--- config.mk ---
export PLATFORM = sky130hd
export DESIGN_NAME = kls_supervisor
export DESIGN_NICKNAME = d
export VERILOG_FILES = /design/src/kls_supervisor.v /design/src/kls_param_mem.v
export VERILOG_INCLUDE_DIRS = /design/src /design/src/src
export SDC_FILE = /design/constraint.sdc
export NUM_CORES = 1
export LEC_CHECK = 0
export BUFFER_PORTS_ARGS = -buffer_cell sky130_fd_sc_hd__buf_2
export CAP_MARGIN = 30
export CORE_ASPECT_RATIO = 1.75
export CORE_MARGIN = 8
export CORE_UTILIZATION = 29
export DETAILED_ROUTE_END_ITERATION = 12
export SLEW_MARGIN = 40
export SYNTH_ARGS = -nofsm -noshare
export SYNTH_HDL_FRONTEND = slang
export SYNTH_SLANG_ARGS = --single-unit
--- constraint.sdc ---
create_clock -name mclk -period 10.8 [get_ports mclk]
set_clock_uncertainty 0.05 [all_clocks]
set_input_delay 1.62 -clock mclk [delete_from_list [all_inputs] [get_ports mclk]]
set_output_delay 1.62 -clock mclk [all_outputs]
set_load 0.01 [all_outputs]
--- src/kls_regs.vh ---
// constants of the knock level supervisor: parameter slots, reset values,
// report codes, output scaling and timing.
// assumes a 100 MHz mclk and 16-bit parameter words.
`ifndef KLS_REGS_VH
`define KLS_REGS_VH

// parameter slots in the non-volatile store
`define KLS_PAR_RETARD_LIM 3'h0
`define KLS_PAR_SHUTDOWN 3'h1
`define KLS_PAR_DECAY_STEP 3'h2
`define KLS_PAR_HOLD_MS 3'h3
`define KLS_PAR_RISE_STEP 3'h4
`define KLS_PAR_LAST 3'h4
`define KLS_PAR_COUNT 8

// power-up contents of the store
`define KLS_RST_RETARD_LIM 16'h4000
`define KLS_RST_SHUTDOWN 16'hC000
`define KLS_RST_DECAY_STEP 16'h0004
`define KLS_RST_HOLD_MS 16'h03E8
`define KLS_RST_RISE_STEP 16'h0100

// report address that carries the firmware version word
`define KLS_REP_VERSION 3'h7

// retard level and analog scaling (12-bit converters)
`define KLS_LVL_FULL 12'hFFF
`define KLS_CUR_OFFSET 12'h333
`define KLS_CUR_MULT 14'h3333
`define KLS_CUR_SHIFT 14

// energy fields: product of the band sample squared, scaled down
`define KLS_ENERGY_SHIFT 8

// ramp tick: 1 ms
`define KLS_TICK_NS 1000000
`define KLS_CLK_NS 10
`define KLS_TICK_CYCLES (`KLS_TICK_NS / `KLS_CLK_NS)

`endif

--- src/kls_supervisor.v ---
// knock level supervisor: gated band energy, limits, retard ramp, flags,
// and the host side of the parameter store.
// assumes band_sample is the band-pass output on mclk; cycle_gate is a pin.
`timescale 1ns/1ns
`include "kls_regs.vh"

module kls_supervisor
(
    mclk,
    rst_n,
    cycle_gate,
    band_sample,
    sample_valid,
    par_wr,
    par_addr,
    par_wdata,
    connect_req,
    compare_settings_cmd,
    cmp_addr,
    cmp_data,
    host_busy_ff,
    rep_valid_ff,
    rep_addr_ff,
    rep_data_ff,
    cmp_done_ff,
    cmp_match_ff,
    knocking_ff,
    power_cut_request_ff,
    trip_ff,
    volt_code_ff,
    cur_code_ff
);
    parameter TICK_CYCLES = `KLS_TICK_CYCLES;
    parameter FW_VERSION = 16'h0102; // arbitrary value
    input wire mclk;
    input wire rst_n;
    input wire cycle_gate;
    input wire signed [11:0] band_sample;
    input wire sample_valid;
    input wire par_wr;
    input wire [2:0] par_addr;
    input wire [15:0] par_wdata;
    input wire connect_req;
    input wire compare_settings_cmd;
    input wire [2:0] cmp_addr;
    input wire [15:0] cmp_data;
    output reg host_busy_ff;
    output reg rep_valid_ff;
    output reg [2:0] rep_addr_ff;
    output reg [15:0] rep_data_ff;
    output reg cmp_done_ff;
    output reg cmp_match_ff;
    output reg knocking_ff;
    output reg power_cut_request_ff;
    output reg trip_ff;
    output reg [11:0] volt_code_ff;
    output reg [11:0] cur_code_ff;

    localparam ST_IDLE = 2'b00;
    localparam ST_VERSION = 2'b01;
    localparam ST_REPORT = 2'b10;
    localparam ST_VERIFY = 2'b11;

    reg gate_s1_ff, gate_s2_ff, gate_d_ff;
    reg [31:0] energy_ff;
    reg [15:0] lim_ff, shut_ff, decay_ff, hold_ms_ff, rise_ff;
    reg [11:0] level_ff;
    reg [15:0] hold_ff;
    reg [16:0] tick_cnt_ff;
    reg tick_ff;
    reg [1:0] state_ff;
    reg [2:0] seq_addr_ff;
    reg rd_pend_ff;
    reg [15:0] cmp_data_ff;
    wire [15:0] rd_data;
    wire [23:0] sq;
    wire [31:0] sq_ext;
    wire [32:0] sum;
    wire cycle_end;
    wire knock_now;
    wire [12:0] level_up;
    wire [25:0] cur_prod;
    wire rd_en;
    wire [2:0] rd_addr;

    assign sq = {{12{band_sample[11]}}, band_sample}
        * {{12{band_sample[11]}}, band_sample};
    assign sq_ext = {16'h0000, sq[23:`KLS_ENERGY_SHIFT]};
    assign sum = {1'b0, energy_ff} + {1'b0, sq_ext};
    assign cycle_end = gate_d_ff && !gate_s2_ff;
    assign knock_now = energy_ff >= {16'h0000, lim_ff};
    assign level_up = {1'b0, level_ff} + {1'b0, rise_ff[11:0]};
    assign cur_prod = {14'h0000, level_ff} * {12'h000, `KLS_CUR_MULT};
    assign rd_en = (state_ff == ST_REPORT && !rd_pend_ff)
        || (state_ff == ST_IDLE && compare_settings_cmd);
    assign rd_addr = (state_ff == ST_IDLE) ? cmp_addr : seq_addr_ff;

    kls_param_mem #(.DW(16)) u_mem
    (
        .mclk(mclk),
        .rst_n(rst_n),
        .wr_en(par_wr),
        .wr_addr(par_addr),
        .wr_data(par_wdata),
        .rd_en(rd_en),
        .rd_addr(rd_addr),
        .rd_data_ff(rd_data)
    );

    // working copies of slots 0-4 follow every write the same cycle it reaches the store
    always @(posedge mclk)
    begin
        if (!rst_n)
        begin
            lim_ff <= `KLS_RST_RETARD_LIM;
            shut_ff <= `KLS_RST_SHUTDOWN;
            decay_ff <= `KLS_RST_DECAY_STEP;
            hold_ms_ff <= `KLS_RST_HOLD_MS;
            rise_ff <= `KLS_RST_RISE_STEP;
        end
        else if (par_wr)
        begin
            case (par_addr)
                `KLS_PAR_RETARD_LIM: lim_ff <= par_wdata;
                `KLS_PAR_SHUTDOWN: shut_ff <= par_wdata;
                `KLS_PAR_DECAY_STEP: decay_ff <= par_wdata;
                `KLS_PAR_HOLD_MS: hold_ms_ff <= par_wdata;
                `KLS_PAR_RISE_STEP: rise_ff <= par_wdata;
                default: lim_ff <= lim_ff;
            endcase
        end
    end

    // gate pin synchroniser and 1 ms ramp tick
    always @(posedge mclk)
    begin
        if (!rst_n)
        begin
            gate_s1_ff <= 1'b0;
            gate_s2_ff <= 1'b0;
            gate_d_ff <= 1'b0;
            tick_cnt_ff <= 17'h00000;
            tick_ff <= 1'b0;
        end
        else
        begin
            gate_s1_ff <= cycle_gate;
            gate_s2_ff <= gate_s1_ff;
            gate_d_ff <= gate_s2_ff;
            tick_ff <= (tick_cnt_ff == TICK_CYCLES - 1);
            if (tick_cnt_ff == TICK_CYCLES - 1)
                tick_cnt_ff <= 17'h00000;
            else
                tick_cnt_ff <= tick_cnt_ff + 17'h00001;
        end
    end

    // energy outside the window is noise; summing saturates, never wraps
    always @(posedge mclk)
    begin
        if (!rst_n)
            energy_ff <= 32'h00000000;
        else if (cycle_end)
            energy_ff <= 32'h00000000;
        else if (gate_s2_ff && sample_valid)
            energy_ff <= sum[32] ? 32'hFFFFFFFF : sum[31:0];
    end

    // per-cycle verdict and the retard ramp
    always @(posedge mclk)
    begin
        if (!rst_n)
        begin
            knocking_ff <= 1'b0;
            trip_ff <= 1'b0;
            power_cut_request_ff <= 1'b0;
            level_ff <= 12'h000;
            hold_ff <= 16'h0000;
        end
        else if (cycle_end)
        begin
            knocking_ff <= knock_now;
            trip_ff <= energy_ff > {16'h0000, shut_ff};
            if (knock_now)
            begin
                level_ff <= level_up[12] ? `KLS_LVL_FULL : level_up[11:0];
                if (level_ff == `KLS_LVL_FULL)
                    power_cut_request_ff <= 1'b1;
                hold_ff <= 16'h0000;
            end
            else if (power_cut_request_ff)
            begin
                power_cut_request_ff <= 1'b0;
                hold_ff <= hold_ms_ff;
            end
        end
        else if (tick_ff && !knocking_ff && !power_cut_request_ff)
        begin
            if (hold_ff != 16'h0000)
                hold_ff <= hold_ff - 16'h0001;
            else if ({4'h0, level_ff} > decay_ff)
                level_ff <= level_ff - decay_ff[11:0];
            else
                level_ff <= 12'h000;
        end
    end

    // one level, two ranges: 0-5 V full span, 4-20 mA as offset plus 80 %
    always @(posedge mclk)
    begin
        if (!rst_n)
        begin
            volt_code_ff <= 12'h000;
            cur_code_ff <= `KLS_CUR_OFFSET;
        end
        else
        begin
            volt_code_ff <= level_ff;
            cur_code_ff <= `KLS_CUR_OFFSET
                + cur_prod[`KLS_CUR_SHIFT+11:`KLS_CUR_SHIFT];
        end
    end

    // host sequencer; requests arriving while busy are dropped
    always @(posedge mclk)
    begin
        if (!rst_n)
        begin
            state_ff <= ST_IDLE;
            seq_addr_ff <= 3'h0;
            rd_pend_ff <= 1'b0;
            cmp_data_ff <= 16'h0000;
            host_busy_ff <= 1'b0;
            rep_valid_ff <= 1'b0;
            rep_addr_ff <= 3'h0;
            rep_data_ff <= 16'h0000;
            cmp_done_ff <= 1'b0;
            cmp_match_ff <= 1'b0;
        end
        else
        begin
            rep_valid_ff <= 1'b0;
            cmp_done_ff <= 1'b0;
            case (state_ff)
                ST_IDLE:
                begin
                    if (connect_req)
                    begin
                        state_ff <= ST_VERSION;
                        host_busy_ff <= 1'b1;
                    end
                    else if (compare_settings_cmd)
                    begin
                        cmp_data_ff <= cmp_data;
                        state_ff <= ST_VERIFY;
                        host_busy_ff <= 1'b1;
                    end
                end
                ST_VERSION:
                begin
                    rep_valid_ff <= 1'b1;
                    rep_addr_ff <= `KLS_REP_VERSION;
                    rep_data_ff <= FW_VERSION;
                    seq_addr_ff <= 3'h0;
                    rd_pend_ff <= 1'b0;
                    state_ff <= ST_REPORT;
                end
                ST_REPORT:
                begin
                    rd_pend_ff <= !rd_pend_ff;
                    if (rd_pend_ff)
                    begin
                        rep_valid_ff <= 1'b1;
                        rep_addr_ff <= seq_addr_ff;
                        rep_data_ff <= rd_data;
                        seq_addr_ff <= seq_addr_ff + 3'h1;
                        if (seq_addr_ff == `KLS_PAR_LAST)
                        begin
                            state_ff <= ST_IDLE;
                            host_busy_ff <= 1'b0;
                        end
                    end
                end
                ST_VERIFY:
                begin
                    cmp_done_ff <= 1'b1;
                    cmp_match_ff <= rd_data == cmp_data_ff;
                    state_ff <= ST_IDLE;
                    host_busy_ff <= 1'b0;
                end
                default:
                begin
                    state_ff <= ST_IDLE;
                    host_busy_ff <= 1'b0;
                end
            endcase
        end
    end
endmodule // kls_supervisor

--- src/kls_param_mem.v ---
// parameter store of the knock level supervisor: one write port, one read
// port with registered read data.
// assumes rst_n models power-up; afterwards contents change only by writes.
`timescale 1ns/1ns
`include "kls_regs.vh"

module kls_param_mem
(
    mclk,
    rst_n,
    wr_en,
    wr_addr,
    wr_data,
    rd_en,
    rd_addr,
    rd_data_ff
);
    parameter DW = 16;
    input wire mclk;
    input wire rst_n;
    input wire wr_en;
    input wire [2:0] wr_addr;
    input wire [DW-1:0] wr_data;
    input wire rd_en;
    input wire [2:0] rd_addr;
    output reg [DW-1:0] rd_data_ff;

    reg [DW-1:0] mem_ff [0:`KLS_PAR_COUNT-1];

    function [DW-1:0] power_up_value;
        input integer a;
        begin
            case (a)
                `KLS_PAR_RETARD_LIM: power_up_value = `KLS_RST_RETARD_LIM;
                `KLS_PAR_SHUTDOWN: power_up_value = `KLS_RST_SHUTDOWN;
                `KLS_PAR_DECAY_STEP: power_up_value = `KLS_RST_DECAY_STEP;
                `KLS_PAR_HOLD_MS: power_up_value = `KLS_RST_HOLD_MS;
                `KLS_PAR_RISE_STEP: power_up_value = `KLS_RST_RISE_STEP;
                default: power_up_value = {DW{1'b0}};
            endcase
        end
    endfunction

    genvar gi;
    generate
        for (gi = 0; gi < `KLS_PAR_COUNT; gi = gi + 1)
        begin : g_word
            always @(posedge mclk)
            begin
                if (!rst_n)
                    mem_ff[gi] <= power_up_value(gi);
                else if (wr_en && wr_addr == gi)
                    mem_ff[gi] <= wr_data;
            end
        end
    endgenerate

    always @(posedge mclk)
    begin
        if (!rst_n)
            rd_data_ff <= {DW{1'b0}};
        else if (rd_en)
            rd_data_ff <= mem_ff[rd_addr];
    end
endmodule // kls_param_mem

Yosys cells after proc, flatten, opt, wreduce, memory -nomap -nowiden

Memories as Yosys holds them, arrays and structs flattened. A register that Yosys moved wholly into a read port is not among the register bits.
Cells that the tools add are included.
W data, S select, Z words.

Output and inout bits: 50
Bits in registers: 229
Bits in writable memories: 128
Memories kept: 1
Logic and storage cells: 181
Bits of input ports: 57

Memory list:

| name         | words | bits a word | read ports | clocked after Yosys merged registers in | write ports | RTL line           | text |
|---|---|---|---|---|---|---|---|
| u_mem.mem_ff | 8     | 16          | 1          | 1                                       | 8           | kls_param_mem.v:28 | `` reg [DW-1:0] mem_ff [0:`KLS_PAR_COUNT-1]; `` |

Mux-type cells: 68
Multiply operators: 2
Reductions and logical operators: 41
$add $sub $neg: 7
Equality and inequality tests: 21
Bitwise logic cells: 10
Order comparisons: 3

Operators by type and width:

| operator                 | count |
|---|---|
| $mux W16                 | 14 |
| $mux W12                 | 6 |
| $add A32 B16 Y33         | 1 |
| $mux W1                  | 33 |
| $ge A32 B16 Y1           | 1 |
| $gt A32 B16 Y1           | 1 |
| $mux W32                 | 1 |
| $pmux W16 S2             | 1 |
| $mul A12 B14 Y26 const B | 1 |
| $mul A12 B12 Y24         | 1 |
| $add A17 B1 Y17 const B  | 1 |
| $eq A17 B17 Y1 const B   | 1 |
| $eq A16 B16 Y1           | 1 |
| $gt A12 B16 Y1           | 1 |
| $reduce_bool A16 Y1      | 1 |
| $sub A16 B1 Y16 const B  | 1 |
| $eq A3 B3 Y1 const B     | 5 |
| $logic_and A1 B1 Y1      | 14 |
| $reduce_and A2 Y1        | 7 |
| $add A12 B12 Y13         | 1 |
| $add A10 B12 Y12 const A | 1 |
| $eq A12 B12 Y1 const B   | 1 |
| $pmux W3 S2              | 2 |
| $reduce_and A3 Y1        | 4 |
| 25 further kinds         | 51 |

Depth between registers and ports, before layout

Gate-level depths: netlist of run 1.

Word-level depth: 6
Depth in mapped cells: 31
Gate-level depth less buffers: 30

By module

Synthesis of run 1 repeated with hierarchy kept, for this count alone.

Cell total of the unflattened synthesis: 2665
Area, all modules: 25231.7 µm²

Modules (own cells, without submodules):

| module         | area each (µm²) | cells each | instances | sequential area each (µm²) |
|---|---|---|---|---|
| kls_supervisor | 18845.6         | 2212       | 1         | 4584.4 |
| kls_param_mem  | 6386.1          | 453        | 1         | 4164.0 |

Least setup slack after synthesis of run 1

Ideal clock, no wire load.

Path kind: in2reg
From: input band_sample[7]
To: register energy_ff[27]
Cell stages on the path: 29
Buffers on the path: 2
Data required time: 10.659 ns
Library setup time: 0.091 ns
Arrival time: 8.173 ns
Setup slack: 2.486 ns
Cells stage by stage: clkbuf_1 > nand2_1 > inv_1 > fa_1 > fa_1 > inv_1 > fa_1 > inv_1 > fa_1 > inv_1 > fa_1 > inv_1 > ha_1 > a21oi_1 > nor2b_1 > o21ai_0 > o2111ai_1 > and4_1 > a31o_2 > o21ai_0 > o211ai_1 > xnor2_1 > ha_1 > or2_2 > buf_1 > o31ai_1 > a211oi_2 > a41oi_1 > a311oi_1

Cells in the longest elaborated chain, start to end: 3

RTL lines:

| element              | RTL line             | text |
|---|---|---|
| from (decl)          | kls_supervisor.v:38  | `input wire signed [11:0] band_sample;` |
| $mul A12 B12 Y24     | kls_supervisor.v:87  | `* {{12{band_sample[11]}}, band_sample};` |
| $add A32 B16 Y33     | kls_supervisor.v:89  | `assign sum = {1'b0, energy_ff} + {1'b0, sq_ext};` |
| $mux W32             | kls_supervisor.v:166 | `energy_ff <= sum[32] ? 32'hFFFFFFFF : sum[31:0];` |
| to (signal assigned) | kls_supervisor.v:166 |  |
| to (decl)            | kls_supervisor.v:65  | `reg [31:0] energy_ff;` |

No other way between the ends.
A chain may end at the register's enable or synchronous reset.

Worst setup path after layout of run 1

From: input band_sample[11]
To: register energy_ff[17]

Same word-level chain as after synthesis.

==> results.md, run 1 <==
- Reg power frac: roughly a quarter
- Sequential area share after synthesis: 35.6%
- Number of port buffers: ~110
- Internal: approximately 3.7 mW
- Post-CTS sizing: 0
- Vias in the first global route: around 18k
- Leading area contributor after synthesis: dfxtp_1
- FMAX: 114 MHz
- Sw power: approximately 2.6 mW
- Power share of the clock group: 20.2%
- Mapped cell area: 24600 um^2
- Startpoint types: input pin
- CTS Hold Bufs: 0
- Leakage Power: around 13 nW
- First-pass GRT wire length: around 100000 um
- Hold_sp: shut_ff[5]
- Average size of a mapped cell: 10.0 um^2
- Fin. Hold Viols: 0
- Clock root cell: clkbuf_16
- Vias per cell: between 4 and 5
- Cells after DPL: between 3k and 4k
- Worst-Margin Slew: about 800 ps
- Core footprint: 84200 um^2
- Cts bufs inserted: 36
- Die Height: 401 um
- Die width: approximately 240 um
- Global-route usage over all layers: 13.0%
- Site Rows: between 100 and 150
- Tcrit/Tclk final: roughly 81%
- Worst reg2reg startpoint: level_ff[10]
- Reg with most FFs: u_mem.mem_ff
- Synth warnings: 0
- Routability cong.: 0.950
- Layout cells sized above 1: a little over a tenth
- Combinational fraction of design power: 54.2%
- Worst Path Max Fanout: 19
- Hold Crit Depth: 1
- Routed len/inst: between 15 and 20 um
- IO Pins: 107
- Post-place setup slack: 1380 ps
- Clk sinks: about 370
- Slew Limit Fails: 0
- # nets final: between 2k and 3k
- Via count: roughly 17k
- # DRC: 0
- Max_slew headroom: between 40% and 50%
- Drt first-iter violations: ~540
- Max_cap viols: 0
- Drt pass-1 iters: 5
- Synthesized flop and latch total: 373
- Top cell type's share of synthesized area: roughly a fifth
- Setup total negative slack: 0 ps
- Syn Inst Count: approximately 2.5k
- Initial antenna violation count: 6
- Ys async rst share: 0%
- Grt ovf: 0
- Yosys cell types: between 80 and 90
- Final cell count without fillers: around 3.6k
- CP Capture Type: flop
- Status: completed
- Max VDD drop: roughly 0.00023 V
- Setup repair bufs after CTS: 0
- Starting density of the core: slightly below 30%
- Most frequent cell after synthesis: inv_1
- WS Path Type: input pin to flop
- RSZ-0062 raised after global routing: false
- Die ar.: between 90000 and 100000 um^2
- Placed inst area: roughly 26000 um^2
- Critical path arrival: 9210 ps
- Util after Layout: around a third
- CTS H-tree lvls: 2
- Switching Fraction: between 40% and 50%
- Required @ worst endpoint: between 10000 and 15000 ps
- Top cell types by occurrence after synthesis: inv_1 (324), dfxtp_1 (245), ha_1 (210)
- Top post-synthesis cells by area: dfxtp_1 (20%), edfxtp_1 (16%), fa_1 (12%)
- Worst Setup SP: band_sample[11]
- Clock Latency Late Sink: roughly 550 ps
- Dpl hpwl: roughly 50000 um
- Layout Area Growth over Synthesis: 12.1%
- TritonCTS clock tree: built
- Clk slew on worst S/H paths: roughly 60 ps
- Largest regs: u_mem.mem_ff (128), energy_ff (32), tick_cnt_ff (17)
- EDFF count, synth: between 100 and 150
- PD cells: between 200 and 250 nW/um^2
- Worst Hold Class: flop to flop
- Minimum clock period: 8800 ps
- Syn_nets: about 2.9k
- # setup viols final: 0
- Design Area, Final: 27600 um^2
- Top FF cell, synth: dfxtp_1
- Largest net degree at the start of global routing: about 50
- Largest register FFs: approximately 130
- Setup WS post-layout: around 2000 ps
- Worst r2r path cells: 19
- Post-Route WL: about 63000 um
- Detail Route Antenna Nets: 0
- Max Root-Sink Buffers: 3
## logic make-up after synthesis
kind of cell | after synthesis | synth area share (%)
AOI/OAI and AO/OA | 470 | 13.1
xor gates and xnor gates | 112 | 3.99
adders and majority gates | 362 | 23.1
buffers and inverters | 404 | 6.21
DFF | 373 | 35.6
muxes | 64 | 4.24
and+or+nand+nor | 667 | 13.8
## power groups by stage
| stage | Combinational, mW | Sequential, mW | Clock [mW] |
|---|---|---|---|
| after global routing | 3.91 | 1.62 | 1.35 |
| final | 3.41 | 1.61 | 1.27 |
| after floorplan | 2.79 | 1.62 | 0 |
| after global placement | 3.40 | 1.64 | 0 |
| after CTS | 3.46 | 1.61 | 1.31 |
| after detailed placement | 3.45 | 1.64 | 0 |
## critical path, cell delays in order
cell	delay [ps]
buf_2	190
inv_2	190
nor2_1	100
fa_1	550
inv_1	60
fa_1	530
inv_1	50
fa_1	500
fa_1	540
inv_1	50
fa_1	520
inv_1	40
ha_1	340
nor2b_1	150
o21ai_0	270
o2111ai_1	190
and4_1	260
a31o_2	280
o21ai_0	360
o21ai_0	150
a21oi_1	200
ha_1	250
inv_1	90
o41ai_2	520
nand3_1	600
and3_1	350
nor4_1	240
## cell usage in the layout, fill, tap and decap left out, types with 71 or more instances in the layout
cell type  count
dfxtp_1      245
buf_2        106
nor2_1       170
a21o_1        92
and2_1       160
nand2_1      131
fa_1         152
inv_1        323
o21ai_0       71
ha_1         210
edfxtp_1     128
xnor2_1       82
a21oi_1      109
## stage by stage
stage	total power, mW	hold slack, ps
after global placement	5.04	382
after global routing	6.88	414
after detailed placement	5.10	389
final	6.30	401
after floorplan	4.41	362
after CTS	6.38	405
## routing by layer
layer / share of wire, % / global-route usage (%) / vias to the layer above
met5: 0.021 / 0 / -
met1: 39 / 13.6 / 8417
li1: - / - / 8559
met3: 3.7 / 1.81 / 139
met2: 52 / 24.7 / 363
met4: 6.0 / 7.38 / 2
## worst paths after layout
check / to / slack (ps)
setup / recovery: energy_ff[17] / 2000
hold reg to reg: shut_ff[5] / 400
setup reg to reg: cur_code_ff[9] / 4640
hold / removal: shut_ff[5] / 400
## layout make-up
type                            instances  area, um^2
Fill cell                            8646       56600
Antenna cell                            3        7.51
Tap cell                             1072        1340
Clock buffer                           52        1050
Sequential cell                       373        8750
Clock inverter                         14         129
Inverter                              325        1220
Multi-Input combinational cell       1675       14400
Timing Repair Buffer                  125         673
Note: power is estimated with default switching activity, not from simulation.
==> inputs of run 2 (changes only) <==
==> constraint.sdc (replaced) <==
create_clock -name mclk -period 7.9 [get_ports mclk]
set_clock_uncertainty 0.05 [all_clocks]
set_input_delay 1.185 -clock mclk [delete_from_list [all_inputs] [get_ports mclk]]
set_output_delay 1.185 -clock mclk [all_outputs]
set_load 0.01 [all_outputs]
==> run 2 against run 1 <==
Against the previous run: critical path depth is 2 higher; flip-flop and latch count unchanged; non-clock buffer count grew 89; critical endpoint is now energy_ff[26]; wire length is 0.75% higher; total power increased by 52%.
==> results.md, run 2 (same netlist as run 1, synthesis figures left out) <==
- Cells after DPL: 3659 (+2.5%)
- Status: completed
- Starting density of the core: 29.2% (unchanged)
- Switching Fraction: 39.3% (-1.6 points)
- Setup WS post-layout: 473 ps (-1530 ps)
- Slew Limit Fails: 0 (unchanged)
- Number of port buffers: 106 (unchanged)
- PD cells: 338 nW/um^2 (+48%)
- Design Area, Final: 28300 um^2 (+2.5%)
- Detail Route Antenna Nets: 0 (unchanged)
- Dpl hpwl: 50600 um (+0.72%)
- Max Root-Sink Buffers: 3 (unchanged)
- Post-Route WL: 63400 um (+0.75%)
- Required @ worst endpoint: 8280 ps (-2930 ps)
- Largest register FFs: 128 (unchanged)
- Clock root cell: clkbuf_16
- Layout Area Growth over Synthesis: 14.9%
- Routed len/inst: 17.0 um (-1.7%)
- Slowest library cell on the worst path: fa_1
- Largest net degree at the start of global routing: 73 (+49%)
- Crit path largest cell delay: 550 ps (-50 ps)
- Cts bufs inserted: 36 (unchanged)
- Worst-case hold slack: 402 ps (+1.08 ps)
- Max Used Layer: met5
- TritonCTS clock tree: built
- Critical Path Most Common Cell: fa_1
- First-pass GRT wire length: 100000 um (+0.37%)
- Vias in the first global route: 18.5k (+0.67%)
- Internal: 5.80 mW (+56%)
- Util after Layout: 33.6% (+0.82 points)
- Clock Latency Late Sink: 560 ps (about the same)
- Leakage Power: 13.1 nW (+3.6%)
- Max_cap viols: 0 (unchanged)
- WS Path Type: input pin to flop
- Placed inst area: 27000 um^2 (+2.5%)
- IO Pins: 107 (unchanged)
- Clk sinks: 373 (unchanged)
- Tcrit/Tclk final: 94.0%
- Post-Route M1 WL: 24200 um (about the same)
- Minimum clock period: ~7400 ps
- Largest regs: u_mem.mem_ff (128), energy_ff (32), tick_cnt_ff (17)
- Via count: 17.7k (+1.0%)
- Reg with most FFs: u_mem.mem_ff
- Routed met2 length: 33300 um (+2.2%)
- # DRC: 0 (unchanged)
- Reg2reg setup slack: 1760 ps (-2880 ps)
- Hold_sp: decay_ff[6]
- CTS Hold Bufs: 0 (unchanged)
- Post-place setup slack: -215 ps (-1590 ps)
- Worst Path Buf+Inv: 7 (unchanged)
- Most frequent cells in the layout: inv_1 (323), dfxtp_1 (245), ha_1 (210), nor2_1 (170), and2_1 (160)
- CP Capture Type: flop
- Commonest non-fill, non-tap cell in the layout: inv_1
- Vias per cell: 4.73 (-1.4%)
- Reg power frac: 23.0% (-2.6 points)
- Fin. Hold Viols: 0 (unchanged)
- Overall power: 9.55 mW (+52%)
- Power share of the clock group: 18.3% (-1.9 points)
- Top delay family on crit path: adder cells
- Metal3 WL: 2560 um (+10%)
- Grt ovf: 0 (unchanged)
- CTS H-tree lvls: 2 (unchanged)
- Hold path endpoint: decay_ff[6]
- Fillers: 8579 (-0.77%)
- Drt pass-1 iters: 5 (unchanged)
- Worst-Margin Slew: 817 ps (+7.21 ps)
- Clk slew on worst S/H paths: 70 ps (about the same)
- Critical R2R Capture: cur_code_ff[9]
- FMAX: ~130 MHz
- Site Rows: 141 (unchanged)
- Final cell count without fillers: 3729 (+2.5%)
- Worst Hold Class: flop to flop
- Drt first-iter violations: 678 (+26%)
- Die ar.: 94700 um^2 (unchanged)
- Worst Path Max Fanout: 6 (-13)
- # nets final: 3044 (+3.0%)
- Worst r2r path cells: 19 (unchanged)
- Worst reg2reg startpoint: level_ff[10]
- Hold Crit Depth: 1 (unchanged)
- Max VDD drop: 0.000382 V (+69%)
- Sw power: 3.75 mW (+46%)
- Initial antenna violation count: 7 (+1)
- Setup total negative slack: 0 ps (unchanged)
- Die width: 236 um (unchanged)
- Startpoint types: input pin
- Die Height: 401 um (unchanged)
- RSZ-0062 raised after global routing: false
- Max_slew headroom: 45.1% (-0.90 points)
- Layout cells sized above 1: 14.1% (+3.3 points)
- Core footprint: 84200 um^2 (unchanged)
- Critical path arrival: 7810 ps (-1400 ps)
- Setup repair bufs after CTS: 0 (unchanged)
- Routability cong.: 0.944 (-0.58%)
- # setup viols final: 0 (unchanged)
- Combinational fraction of design power: 58.6% (+4.4 points)
- Global-route usage over all layers: 13.1% (+0.093 points)
run 2: cell count changes in the layout (fill, tap and decap cells not counted), sizes merged:
cell	delta
buf	+89
clkbuf	-8
clkinv	+7
clkinvlp	-4
inv	+3
diode	+2
bufinv	+1
run 2: layer usage:
layer	up-vias	track usage, %
met5	-	0
met2	332	25.1
li1	8735	-
met1	8468	13.6
met4	2	6.93
met3	117	2.03
run 2: worst max-delay path by stage:
stage	from	to	slack, ps	cells past startpoint
CTS	band_sample[7]	energy_ff[28]	360	29
finish	band_sample[3]	energy_ff[26]	470	29
floorplan	band_sample[7]	energy_ff[27]	20	29
global route	band_sample[3]	energy_ff[26]	80	31
global placement	band_sample[7]	energy_ff[26]	-140	30
detailed placement	band_sample[10]	energy_ff[26]	-220	30
run 2: area by class of cell:
cell class,count,area [um^2],share of cell area [%]
multi-input cells,1675,14400,51.0
flip-flops and latches,373,8750,31.0
repair buffers,214,1350,4.76
well taps,1072,1340,4.75
inverters,325,1220,4.32
clock buffers,44,983,3.48
clock inverters,21,194,0.686
diodes,5,12.5,0.0443
run 2: repair_timing:
action | CTS | global route
hold endpoints to repair | 0 | 0
setup endpoints to repair | 0 | 18
resized for setup | 0 | 5
run 2: power groups by stage:
stage / sequential (mW) / combinational, mW / clock [mW]
CTS: 2.20 / 5.65 / 1.80
detailed placement: 2.24 / 5.62 / 0
global placement: 2.24 / 5.55 / 0
global route: 2.22 / 6.32 / 1.85
floorplan: 2.22 / 3.82 / 0
finish: 2.20 / 5.60 / 1.75
